$ cat src/ext_bus_map.svh
`ifndef EXT_BUS_MAP_SVH
`define EXT_BUS_MAP_SVH
`define BUS_CONTROL_ONE_ADDR  5'h00
`define BUS_CONTROL_TWO_ADDR  5'h04
`define WAIT_CONTROL_ONE_ADDR 5'h08
`define WAIT_CONTROL_TWO_ADDR 5'h0c
`define SEQ_STATUS_ADDR       5'h10
`define BUS_CONTROL_ONE_RST   32'h00000000
`define BUS_CONTROL_TWO_RST   32'h00003fff
`define WAIT_CONTROL_ONE_RST  32'h00003fff
`define WAIT_CONTROL_TWO_RST  32'h00000000
`define A0_BURST_LSB          0
`define A5_BURST_LSB          2
`define A6_BURST_LSB          4
`define A5_CARD_BIT           6
`define A6_CARD_BIT           7
`define LITTLE_ENDIAN_BIT     8
`define WIDTH_8               2'h1
`define WIDTH_16              2'h2
`define WIDTH_32              2'h3
`define AREA_0                3'h0
`define AREA_5                3'h5
`define AREA_6                3'h6
`define AREA_MSB              28
`define AREA_LSB              26
`define WAIT_FIELD_W          5'h03
`define AREA5_IO_LO           29'h16000000
`define AREA5_IO_HI           29'h17ffffff
`define AREA6_IO_LO           29'h1a000000
`define AREA6_IO_HI           29'h1bffffff
`define EMPTY_SAT             2'h3
`endif

$ cat src/ext_bus_pkg.sv
`include "ext_bus_map.svh"
package ext_bus_pkg;
	typedef enum logic [1:0] {
		ST_IDLE   = 2'h0,
		ST_SETUP  = 2'h1,
		ST_ACCESS = 2'h3,
		ST_HELD   = 2'h2
	} seq_state_t;
	typedef enum logic [1:0] {
		SIZE_BYTE = 2'h0,
		SIZE_WORD = 2'h1,
		SIZE_LONG = 2'h2,
		SIZE_LINE = 2'h3
	} access_size_t;
	function automatic logic [4:0] port_bytes(input logic [1:0] width);
		port_bytes = (width == `WIDTH_8) ? 5'h01 :
			(width == `WIDTH_16) ? 5'h02 : 5'h04;
	endfunction
	function automatic logic [4:0] size_bytes(input access_size_t size);
		size_bytes = (size == SIZE_BYTE) ? 5'h01 : (size == SIZE_WORD) ?
			5'h02 : (size == SIZE_LONG) ? 5'h04 : 5'h10;
	endfunction
	function automatic logic [4:0] split_beats(input access_size_t size,
			input logic [1:0] width);
		split_beats = (size_bytes(size) <= port_bytes(width)) ? 5'h01 :
			5'(size_bytes(size) / port_bytes(width));
	endfunction
	// Codes above the widest legal burst for the port clamp to it.
	function automatic logic [4:0] burst_len(input logic [1:0] width,
			input logic [1:0] code);
		if (width == `WIDTH_8)
			burst_len = (code == 2'h1) ? 5'h04 : (code == 2'h2) ? 5'h08 : 5'h10;
		else if (width == `WIDTH_16)
			burst_len = (code == 2'h1) ? 5'h04 : 5'h08;
		else
			burst_len = 5'h04;
	endfunction
endpackage

$ cat src/ext_seq_if.sv
`timescale 1ns/100ps
`default_nettype none
interface ext_seq_if;
	logic       access_begin;
	logic       access_end;
	logic [2:0] begin_area;
	logic       begin_write;
	logic [13:0] idle_counts;
	logic [1:0] gap_cycles;
	logic       may_release;
	logic       granted;
	logic       release_request_n;
	logic       refresh_pending;
	logic [3:0] irq_level;
	logic [3:0] irq_mask;
	logic       grant_n;
	logic       retrieve_n;
	modport seq (output access_begin, access_end, begin_area, begin_write,
		idle_counts, may_release, release_request_n, refresh_pending,
		irq_level, irq_mask, input gap_cycles, granted, grant_n, retrieve_n);
	modport gap (input access_begin, access_end, begin_area, begin_write,
		idle_counts, granted, output gap_cycles);
	modport arb (input may_release, release_request_n, refresh_pending,
		irq_level, irq_mask, output granted, grant_n, retrieve_n);
endinterface
`default_nettype wire

$ cat src/ext_bus_sequencer.sv
`timescale 1ns/100ps
`default_nettype none
`include "ext_bus_map.svh"
module ext_bus_sequencer (
	input  wire logic        clk_i,
	input  wire logic        srst_i,
	input  wire logic [4:0]  avs_address_i,
	input  wire logic        avs_read_i,
	input  wire logic        avs_write_i,
	input  wire logic [31:0] avs_writedata_i,
	output logic      [31:0] avs_readdata_o,
	output logic             avs_waitrequest_o,
	input  wire logic        req_valid_i,
	input  wire logic [28:0] req_addr_i,
	input  wire logic        req_write_i,
	input  wire logic [1:0]  req_size_i,
	input  wire logic        req_lock_i,
	input  wire logic        req_writeback_i,
	input  wire logic        req_dma16_dual_wr_i,
	input  wire logic        req_dma_acknowledge_xfer_i,
	output logic             req_done_o,
	output logic      [25:0] addr_o,
	output logic      [6:0]  area_select_n_o,
	output logic             read_n_o,
	output logic             write_n_o,
	output logic             card_io_cycle_o,
	input  wire logic        wait_n_i,
	input  wire logic        io_is_16bit_input_n_i,
	input  wire logic        bus_release_request_n_i,
	output logic             bus_grant_n_o,
	output logic             bus_retrieve_request_n_o,
	input  wire logic        refresh_pending_i,
	input  wire logic [3:0]  irq_level_i,
	input  wire logic [3:0]  irq_mask_i
);
	logic [31:0] bus_control_one;
	logic [31:0] bus_control_two;
	logic [31:0] wait_control_one;
	logic [31:0] wait_control_two;

	ext_bus_pkg::seq_state_t   state;
	ext_bus_pkg::access_size_t acc_size;
	logic [28:0] acc_addr;
	logic [2:0]  acc_area;
	logic        acc_write;
	logic        acc_io;
	logic        acc_burst;
	logic        acc_ignore_wait;
	logic        acc_lock;
	logic [1:0]  acc_width;
	logic [2:0]  acc_ws;
	logic [4:0]  beats_left;
	logic        first_beat;
	logic [2:0]  cyc_cnt;
	logic [1:0]  gap_cnt;
	logic        lock_held;

	ext_seq_if seq ();

	idle_gap_tracker u_gap (
		.clk_i  (clk_i),
		.srst_i (srst_i),
		.seq    (seq)
	);

	bus_arbiter u_arb (
		.clk_i  (clk_i),
		.srst_i (srst_i),
		.seq    (seq)
	);

	// Register slave decode.
	wire sel_one    = avs_address_i == `BUS_CONTROL_ONE_ADDR;
	wire sel_two    = avs_address_i == `BUS_CONTROL_TWO_ADDR;
	wire sel_wone   = avs_address_i == `WAIT_CONTROL_ONE_ADDR;
	wire sel_wtwo   = avs_address_i == `WAIT_CONTROL_TWO_ADDR;
	wire sel_status = avs_address_i == `SEQ_STATUS_ADDR;
	wire wr_take    = avs_write_i && !avs_waitrequest_o;
	wire rd_launch  = avs_read_i && avs_waitrequest_o;
	wire [31:0] status_word = {27'h0000000, lock_held, state,
		state != ext_bus_pkg::ST_IDLE, seq.granted};
	wire [31:0] read_value = sel_one ? bus_control_one :
		sel_two ? bus_control_two :
		sel_wone ? wait_control_one :
		sel_wtwo ? wait_control_two :
		sel_status ? status_word : 32'h00000000;
	wire little_endian = bus_control_one[`LITTLE_ENDIAN_BIT];

	// Decode of the pending request against the current configuration.
	wire [2:0] new_area = req_addr_i[`AREA_MSB:`AREA_LSB];
	wire       is_a0    = new_area == `AREA_0;
	wire       is_a5    = new_area == `AREA_5;
	wire       is_a6    = new_area == `AREA_6;
	wire       card5    = is_a5 && bus_control_one[`A5_CARD_BIT];
	wire       card6    = is_a6 && bus_control_one[`A6_CARD_BIT];
	wire       new_card = card5 || card6;
	wire       in_io5   = req_addr_i >= `AREA5_IO_LO &&
		req_addr_i <= `AREA5_IO_HI;
	wire       in_io6   = req_addr_i >= `AREA6_IO_LO &&
		req_addr_i <= `AREA6_IO_HI;
	wire       new_io   = (card5 && in_io5) || (card6 && in_io6);
	wire [1:0] raw_width = bus_control_two[{new_area, 1'b0} +: 2];
	// A card port whose field holds the 32-bit code runs 16 bits wide; other codes pass through.
	wire [1:0] new_width = (new_card && raw_width == `WIDTH_32) ?
		`WIDTH_16 : raw_width;
	wire [1:0] burst_code = is_a0 ?
		bus_control_one[`A0_BURST_LSB +: 2] :
		is_a5 ? bus_control_one[`A5_BURST_LSB +: 2] :
		is_a6 ? bus_control_one[`A6_BURST_LSB +: 2] : 2'h0;
	// Bursts are read-only and never run as I/O card cycles.
	wire new_burst = burst_code != 2'h0 && !req_write_i && !new_io;
	wire [4:0] new_beats = new_burst ?
		ext_bus_pkg::burst_len(new_width, burst_code) :
		ext_bus_pkg::split_beats(ext_bus_pkg::access_size_t'(req_size_i),
			new_width);
	wire [4:0] ws_base = 5'(new_area) * `WAIT_FIELD_W;
	wire [2:0] new_ws  = wait_control_two[ws_base +: 3];
	wire new_ignore = req_writeback_i || req_dma16_dual_wr_i ||
		req_dma_acknowledge_xfer_i;

	// Start and release are mutually exclusive at an idle boundary.
	wire start = state == ext_bus_pkg::ST_IDLE && req_valid_i &&
		!req_done_o && !seq.granted &&
		(bus_release_request_n_i || lock_held);

	// Wait sampling and beat sequencing.
	wire sample_wait = !acc_ignore_wait &&
		(!first_beat || acc_ws != 3'h0);
	wire held_off    = sample_wait && !wait_n_i;
	wire beat_end    = state == ext_bus_pkg::ST_ACCESS &&
		cyc_cnt == 3'h0 && !held_off;
	// The 16-bit I/O input is only honoured in little-endian mode; the
	// outside keeps it low otherwise.
	wire dyn_split = first_beat && acc_io && little_endian &&
		acc_width == `WIDTH_16 && acc_size == ext_bus_pkg::SIZE_WORD &&
		io_is_16bit_input_n_i;
	wire last_beat = beat_end && beats_left == 5'h01 && !dyn_split;
	wire [4:0] step = dyn_split ? 5'h01 :
		ext_bus_pkg::port_bytes(acc_width);
	// Later burst beats with no programmed wait still take two cycles.
	wire [2:0] later_reload = (acc_burst && acc_ws == 3'h0) ?
		3'h1 : acc_ws;

	assign seq.access_begin      = start;
	assign seq.access_end        = last_beat;
	assign seq.begin_area        = new_area;
	assign seq.begin_write       = req_write_i;
	assign seq.idle_counts       = wait_control_one[13:0];
	// Split and burst beats all sit inside ST_ACCESS, so the arbiter only
	// sees an idle, unlocked sequencer.
	assign seq.may_release       = state == ext_bus_pkg::ST_IDLE &&
		!lock_held;
	assign seq.release_request_n = bus_release_request_n_i;
	assign seq.refresh_pending   = refresh_pending_i;
	assign seq.irq_level         = irq_level_i;
	assign seq.irq_mask          = irq_mask_i;
	assign bus_grant_n_o         = seq.grant_n;
	assign bus_retrieve_request_n_o = seq.retrieve_n;

	// Register slave: one wait cycle, then a single-cycle answer.
	always_ff @(posedge clk_i) begin
		if (srst_i) begin
			avs_waitrequest_o <= 1'b1;
			avs_readdata_o    <= 32'h00000000;
		end else begin
			avs_waitrequest_o <= !((avs_read_i || avs_write_i) &&
				avs_waitrequest_o);
			if (rd_launch)
				avs_readdata_o <= read_value;
		end
	end

	always_ff @(posedge clk_i) begin
		if (srst_i) begin
			bus_control_one  <= `BUS_CONTROL_ONE_RST;
			bus_control_two  <= `BUS_CONTROL_TWO_RST;
			wait_control_one <= `WAIT_CONTROL_ONE_RST;
			wait_control_two <= `WAIT_CONTROL_TWO_RST;
		end else if (wr_take) begin
			if (sel_one)
				bus_control_one <= avs_writedata_i;
			if (sel_two)
				bus_control_two <= avs_writedata_i;
			if (sel_wone)
				wait_control_one <= avs_writedata_i;
			if (sel_wtwo)
				wait_control_two <= avs_writedata_i;
		end
	end

	// Access attributes are frozen at start so register writes during an
	// access can change its shape halfway only through the little-endian bit, read live for the I/O split.
	always_ff @(posedge clk_i) begin
		if (srst_i) begin
			acc_addr        <= 29'h00000000;
			acc_area        <= 3'h0;
			acc_write       <= 1'b0;
			acc_io          <= 1'b0;
			acc_burst       <= 1'b0;
			acc_ignore_wait <= 1'b0;
			acc_lock        <= 1'b0;
			acc_ws          <= 3'h0;
			acc_size        <= ext_bus_pkg::SIZE_BYTE;
		end else if (start) begin
			acc_addr        <= req_addr_i;
			acc_area        <= new_area;
			acc_write       <= req_write_i;
			acc_io          <= new_io;
			acc_burst       <= new_burst;
			acc_ignore_wait <= new_ignore;
			acc_lock        <= req_lock_i;
			acc_ws          <= new_ws;
			acc_size        <= ext_bus_pkg::access_size_t'(req_size_i);
		end else if (beat_end && !last_beat) begin
			acc_addr        <= acc_addr + 29'(step);
		end
	end

	// A locked read keeps the bus until the access that follows it ends.
	always_ff @(posedge clk_i) begin
		if (srst_i)
			lock_held <= 1'b0;
		else if (last_beat)
			lock_held <= acc_lock;
	end

	always_ff @(posedge clk_i) begin
		if (srst_i) begin
			state           <= ext_bus_pkg::ST_IDLE;
			acc_width       <= `WIDTH_32;
			beats_left      <= 5'h00;
			first_beat      <= 1'b0;
			cyc_cnt         <= 3'h0;
			gap_cnt         <= 2'h0;
			req_done_o      <= 1'b0;
			addr_o          <= 26'h0000000;
			area_select_n_o <= 7'h7f;
			read_n_o        <= 1'b1;
			write_n_o       <= 1'b1;
			card_io_cycle_o <= 1'b0;
		end else begin
			req_done_o <= last_beat;
			case (state)
			ext_bus_pkg::ST_IDLE: begin
				if (start) begin
					state      <= ext_bus_pkg::ST_SETUP;
					gap_cnt    <= seq.gap_cycles;
					acc_width  <= new_width;
					beats_left <= new_beats;
				end else if (seq.granted) begin
					state <= ext_bus_pkg::ST_HELD;
				end
			end
			ext_bus_pkg::ST_SETUP: begin
				if (gap_cnt == 2'h0) begin
					state           <= ext_bus_pkg::ST_ACCESS;
					first_beat      <= 1'b1;
					cyc_cnt         <= acc_ws;
					addr_o          <= acc_addr[25:0];
					area_select_n_o <= ~(7'h01 << acc_area);
					read_n_o        <= acc_write;
					write_n_o       <= !acc_write;
					card_io_cycle_o <= acc_io;
				end else begin
					gap_cnt <= gap_cnt - 2'h1;
				end
			end
			ext_bus_pkg::ST_ACCESS: begin
				if (last_beat) begin
					state           <= ext_bus_pkg::ST_IDLE;
					area_select_n_o <= 7'h7f;
					read_n_o        <= 1'b1;
					write_n_o       <= 1'b1;
					card_io_cycle_o <= 1'b0;
				end else if (beat_end) begin
					first_beat <= 1'b0;
					cyc_cnt    <= later_reload;
					addr_o     <= acc_addr[25:0] + 26'(step);
					if (dyn_split)
						acc_width <= `WIDTH_8;
					else
						beats_left <= beats_left - 5'h01;
				end else if (cyc_cnt != 3'h0) begin
					cyc_cnt <= cyc_cnt - 3'h1;
				end
			end
			ext_bus_pkg::ST_HELD: begin
				if (!seq.granted)
					state <= ext_bus_pkg::ST_IDLE;
			end
			default: begin
				state <= ext_bus_pkg::ST_IDLE;
			end
			endcase
		end
	end
endmodule
`default_nettype wire

$ cat src/idle_gap_tracker.sv
`timescale 1ns/100ps
`default_nettype none
module idle_gap_tracker (
	input  wire logic clk_i,
	input  wire logic srst_i,
	ext_seq_if.gap    seq
);
	logic [2:0] prev_area;
	logic       prev_write;
	logic       prev_valid;
	logic       busy;
	logic [1:0] empty_cnt;
	wire [1:0] prog_idle = seq.idle_counts[{prev_area, 1'b0} +: 2];
	wire       collide   = prev_valid && (seq.begin_area != prev_area ||
		(seq.begin_write && !prev_write));
	assign seq.gap_cycles = !collide ? 2'h0 :
		(prog_idle > empty_cnt) ? prog_idle - empty_cnt : 2'h0;
	always_ff @(posedge clk_i) begin
		if (srst_i) begin
			prev_area  <= 3'h0;
			prev_write <= 1'b0;
			prev_valid <= 1'b0;
			busy       <= 1'b0;
			empty_cnt  <= 2'h0;
		end else begin
			if (seq.granted) begin
				prev_valid <= 1'b0;
			end else if (seq.access_begin) begin
				prev_area  <= seq.begin_area;
				prev_write <= seq.begin_write;
				prev_valid <= 1'b1;
			end
			if (seq.access_begin)
				busy <= 1'b1;
			else if (seq.access_end)
				busy <= 1'b0;
			if (seq.access_end)
				empty_cnt <= 2'h0;
			else if (!busy && empty_cnt != `EMPTY_SAT)
				empty_cnt <= empty_cnt + 2'h1;
		end
	end
endmodule
`default_nettype wire

$ cat src/bus_arbiter.sv
`timescale 1ns/100ps
`default_nettype none
module bus_arbiter (
	input  wire logic clk_i,
	input  wire logic srst_i,
	ext_seq_if.arb    seq
);
	// Grant is taken only at an access boundary, so a cycle is never cut.
	always_ff @(posedge clk_i) begin
		if (srst_i) begin
			seq.granted    <= 1'b0;
			seq.grant_n    <= 1'b1;
			seq.retrieve_n <= 1'b1;
		end else begin
			if (!seq.granted && !seq.release_request_n && seq.may_release) begin
				seq.granted <= 1'b1;
				seq.grant_n <= 1'b0;
			end else if (seq.granted && seq.release_request_n) begin
				seq.granted <= 1'b0;
				seq.grant_n <= 1'b1;
			end
			seq.retrieve_n <= !(seq.refresh_pending ||
				seq.irq_level > seq.irq_mask);
		end
	end
endmodule
`default_nettype wire

$ cat config.mk
export PLATFORM = sky130hd
export DESIGN_NAME = ext_bus_sequencer
export DESIGN_NICKNAME = d
export VERILOG_FILES = /design/src/ext_bus_pkg.sv /design/src/ext_seq_if.sv /design/src/ext_bus_sequencer.sv /design/src/idle_gap_tracker.sv /design/src/bus_arbiter.sv
export VERILOG_INCLUDE_DIRS = /design/src
export SDC_FILE = /design/constraint.sdc
export NUM_CORES = 1
export LEC_CHECK = 0
export BUFFER_PORTS_ARGS = -buffer_cell sky130_fd_sc_hd__buf_2
export CELL_PAD_IN_SITES_DETAIL_PLACEMENT = 0
export CELL_PAD_IN_SITES_GLOBAL_PLACEMENT = 1
export CORE_AREA = 3 3 218 156
export DETAILED_ROUTE_END_ITERATION = 6
export DIE_AREA = 0 0 221 159
export PLACE_DENSITY = 0.81
export SLEW_MARGIN = 20
export SYNTH_ARGS = -nofsm -noshare
export SYNTH_HDL_FRONTEND = slang
export SYNTH_SLANG_ARGS = --single-unit
export TNS_END_PERCENT = 20
$ cat constraint.sdc
create_clock -name clk_i -period 17.4 [get_ports clk_i]
set_input_delay 2.61 -clock clk_i [delete_from_list [all_inputs] [get_ports clk_i]]
set_output_delay 2.61 -clock clk_i [all_outputs]
set_load 0.02 [all_outputs]
==> out/results.env <==
GRT_START_MAX_NET_PINS=90
SYNTHCELLS=1597
DETAILED_ROUTER_ITERATION_COUNT_BEFORE_ANTENNA_REPAIR=5
AVGROUTEDWIREPERCELL_UM=19.1
GLOBALROUTEOVERFLOWTOTAL=0
CRIT_FANOUT=17
CLOCK_SINKS=264
CTS_HOLD_REPAIR.BUFFERS=0
MAXCLOCKFREQUENCY_MHz=104
PATH_CLASS='in2reg'
FINAL-HOLD-VIOLATION-COUNT=0
VIA_COUNT=12000
FLOORPLAN.ROWS=55
AREAGROWTHSYNTHTOFINISH_PCT=14.4
WORST_EP_ARRIVAL_TIME_NS=9.99
FINAL_MIN_PERIOD_OVER_CLOCK_PERIOD=0.551
CLKSLEWWORSTSETUPHOLDPATHS_NS=0.06
POSTLAYOUTCOREUTIL=0.457
WORST_IR_DROP_VDD_mV=0.0628
FLOORPLAN.CORE_AREA_MM2=0.0321
INSERTION_DELAY_OF_THE_LATER_CLOCKED_PIN_IN_THE_WORST_SKEW_PAIR_NS=0.54
WORST_SLEW_PIN_SLEW_NS=0.962
CP_SLOWEST_STAGE_DELAY_NS=0.60
MAXCAPVIOLCOUNT=0
TIMING.SLEW.HEADROOM=0.359
MIN_PERIOD_NS=9.58
START_UTIL=0.400
LAYOUT.CELLS.MOST_COMMON='nand2_1'
SYNTH-EDFF-COUNT=0
DIE_H_UM=159
SYNTH.YOSYS.SEQ_AREA_SHARE=0.412
CTSHTREEMAXLEVEL=1
GRT_FIRST_PASS_WIRELENGTH_UM=64600
DIE_WIDTH_UM=221
CP-STARTPOINT='req_addr_i[26]'
DRCVIOLATIONCOUNT=0
LAYOUT.CELLS.MOST_COMMON_LIST='nand2_1, dfxtp_1, a21oi_1, buf_2, o21ai_0'
TIMING.FINAL.WS_SETUP_NS=7.82
PATH_COMMON_CELL='ha_1'
REPORT.FINAL.SETUP_VIOL=0
FINAL_ROUTED_WIRELENGTH_UM=40700
SYNTH_NETS=1731
POWER.STATIC_LEAKAGE_nW=5.39
PLACED_CELL_AREA_MM2=0.0138
GRT_SETUP_UNREPAIRED='no'
POWER.TOTAL_mW=1.41
SYNTH-MAIN-FF-CELL='dfxtp_1'
POST_CTS.RESIZED_INSTANCES=0
TOTALNEGATIVESETUPSLACK_NS=0
FLOORPLAN.IO_PINS=162
VIOLATION_COUNT_AFTER_THE_FIRST_DETAILED_ROUTE_ITERATION=1169
CP_SLOWEST_CELL='mux4_2'
SYNTH_AREA_MM2=0.0128
CRITPATHLAUNCHTYPE='primary input'
REGISTER_BIT_COUNT_REPORTED_BY_YOSYS=264
DRV_SLEW=0
FIRST_GLOBAL_VIAS=11200
CLOCK_TREE.ROOT_CELL='clkbuf_16'
RR_STARTPOINT='bus_control_two[15]'
CRIT_PATH_END_KIND='register'
PLACE.DETAILED.INSTANCES=2087
GROUTE.USAGE.OVERALL=0.223
CLOCK_BUFFERS_CREATED_BY_TRITONCTS=27
NUMBER_OF_ANTENNA_VIOLATIONS_AT_THE_FIRST_CHECK_IN_GLOBAL_ROUTING=2
FP.DIEAREA_MM2=0.0351
CTS-ROOT-TO-SINK-BUFFERS=3
VIAS_PER_CELL=5.63
SYNTH.DISTINCT_CELLS=85
DETAIL-ROUTE-ANTENNA-NETS=0
CLOCK_SKEW_NS=0.0111
TRITONCTS='done'
SYNTH_WARNINGS=0
FINISH.NET_COUNT=1823
SYNTH_AREA_PER_CELL_UM2=8.02
PLACE_WS_NS=7.40
RUN_STATUS='completed'
IO_BUFFERS=161
CRITICAL_PATH_S_TOP_DELAY_FAMILY='adder cells'
HOLD_CLASS='reg2reg'
POSTSYNTH.ASYNCRESETSHARE=0
DESIGN_AREA_MM2=0.0147
CTS_SETUP_BUFFERS=0
PWR_DENSITY_mW_PER_MM2=96.0
WORST-ENDPOINT-REQUIRED_NS=17.80
FIN_HOLD_WS_NS=0.451
FINAL_LAYOUT_SIZE_SUFFIX_GT1_FRAC=0.157
CRITICAL_PATH.N_BUFFERS_INVERTERS=2
FINALNONFILLERCELLS=2132
FINALWEIGHTEDCONGESTION=0.839
HPWLAFTERDP_UM=27500
TIMING.HOLD.WORST.START='acc_size[1]'
[cells by family after synthesis]
| kind of cell | count (synthesis) | synth area share |
|---|---|---|
| DFF | 264 | 0.412 |
| AOI/OAI and AO/OA | 465 | 0.220 |
| adders and majority gates | 44 | 0.0441 |
| buffers and inverters | 160 | 0.0542 |
| and+or+nand+nor | 607 | 0.216 |
| xor gates and xnor gates | 29 | 0.0198 |
| muxes | 28 | 0.0341 |
[synth_stat cells, drive strengths merged (11+ instances only)]
| master | number | area (um2) |
|---|---|---|
| dfxtp | 264 | 5290 |
| a211oi | 12 | 95.1 |
| mux4 | 12 | 270 |
| a22oi | 64 | 480 |
| nand2 | 339 | 1270 |
| nor2 | 85 | 322 |
| mux2i | 11 | 110 |
| nor4 | 18 | 143 |
| buf | 28 | 153 |
| nand4 | 11 | 83.8 |
| ha | 42 | 526 |
| clkbuf | 91 | 388 |
| o21ai | 94 | 474 |
| a31oi | 49 | 307 |
| and2 | 13 | 82.6 |
| a21oi | 186 | 935 |
| xnor2 | 21 | 184 |
| nand3 | 55 | 285 |
| nor3 | 29 | 145 |
| inv | 41 | 154 |
[worst min-delay path: cells and delay by family (launching register included)]
family / cells / cell delay, ns
and+or+nand+nor: 1 / 0.05
DFF: 1 / 0.30
AOI/OAI and AO/OA: 1 / 0.05
[routing by layer]
metal  up-vias  track usage  share of wire
met3        54       0.0549          0.084
met5         -            0        0.00049
li1       5815            -              -
met4         2       0.0424          0.018
met1      5716        0.332           0.47
met2       417        0.329           0.42
[power by group]
| part | switching [mW] | internal, mW | leakage [nW] | total, mW |
|---|---|---|---|---|
| Sequential | 0.0202 | 0.626 | 2.14 | 0.646 |
| Clock | 0.245 | 0.336 | 0.420 | 0.581 |
| Combinational | 0.114 | 0.0654 | 2.82 | 0.179 |
| Total | 0.379 | 1.03 | 5.39 | 1.41 |
[area by class of cell]
class                      instances  area (um2)
antenna                            1        2.50
clock buffer                      34         722
clock inverter                    10         131
fill                            3290       17400
inverter                          41         154
multi-input combinational       1173        6860
sequential                       264        5290
tap                              427         534
timing repair buffer             182         966
[final timing paths]
path / slack [ns] / endpoint / cells past startpoint
setup / recovery: 7.82 / beats_left[0] / 31
hold / removal: 0.45 / acc_size[1] / 2
setup reg to reg: 10.06 / beats_left[0] / 30
hold reg to reg: 0.45 / acc_size[1] / 2
[state kept, by name (all words and copies together), names as in the netlist, 7 cells and up]
register          count
avs_readdata_o       32
bus_control_one      32
addr_o               26
wait_control_two     32
acc_addr             26
bus_control_two      32
wait_control_one     32
area_select_n_o       7
Note: power is estimated with default switching activity, not from simulation.
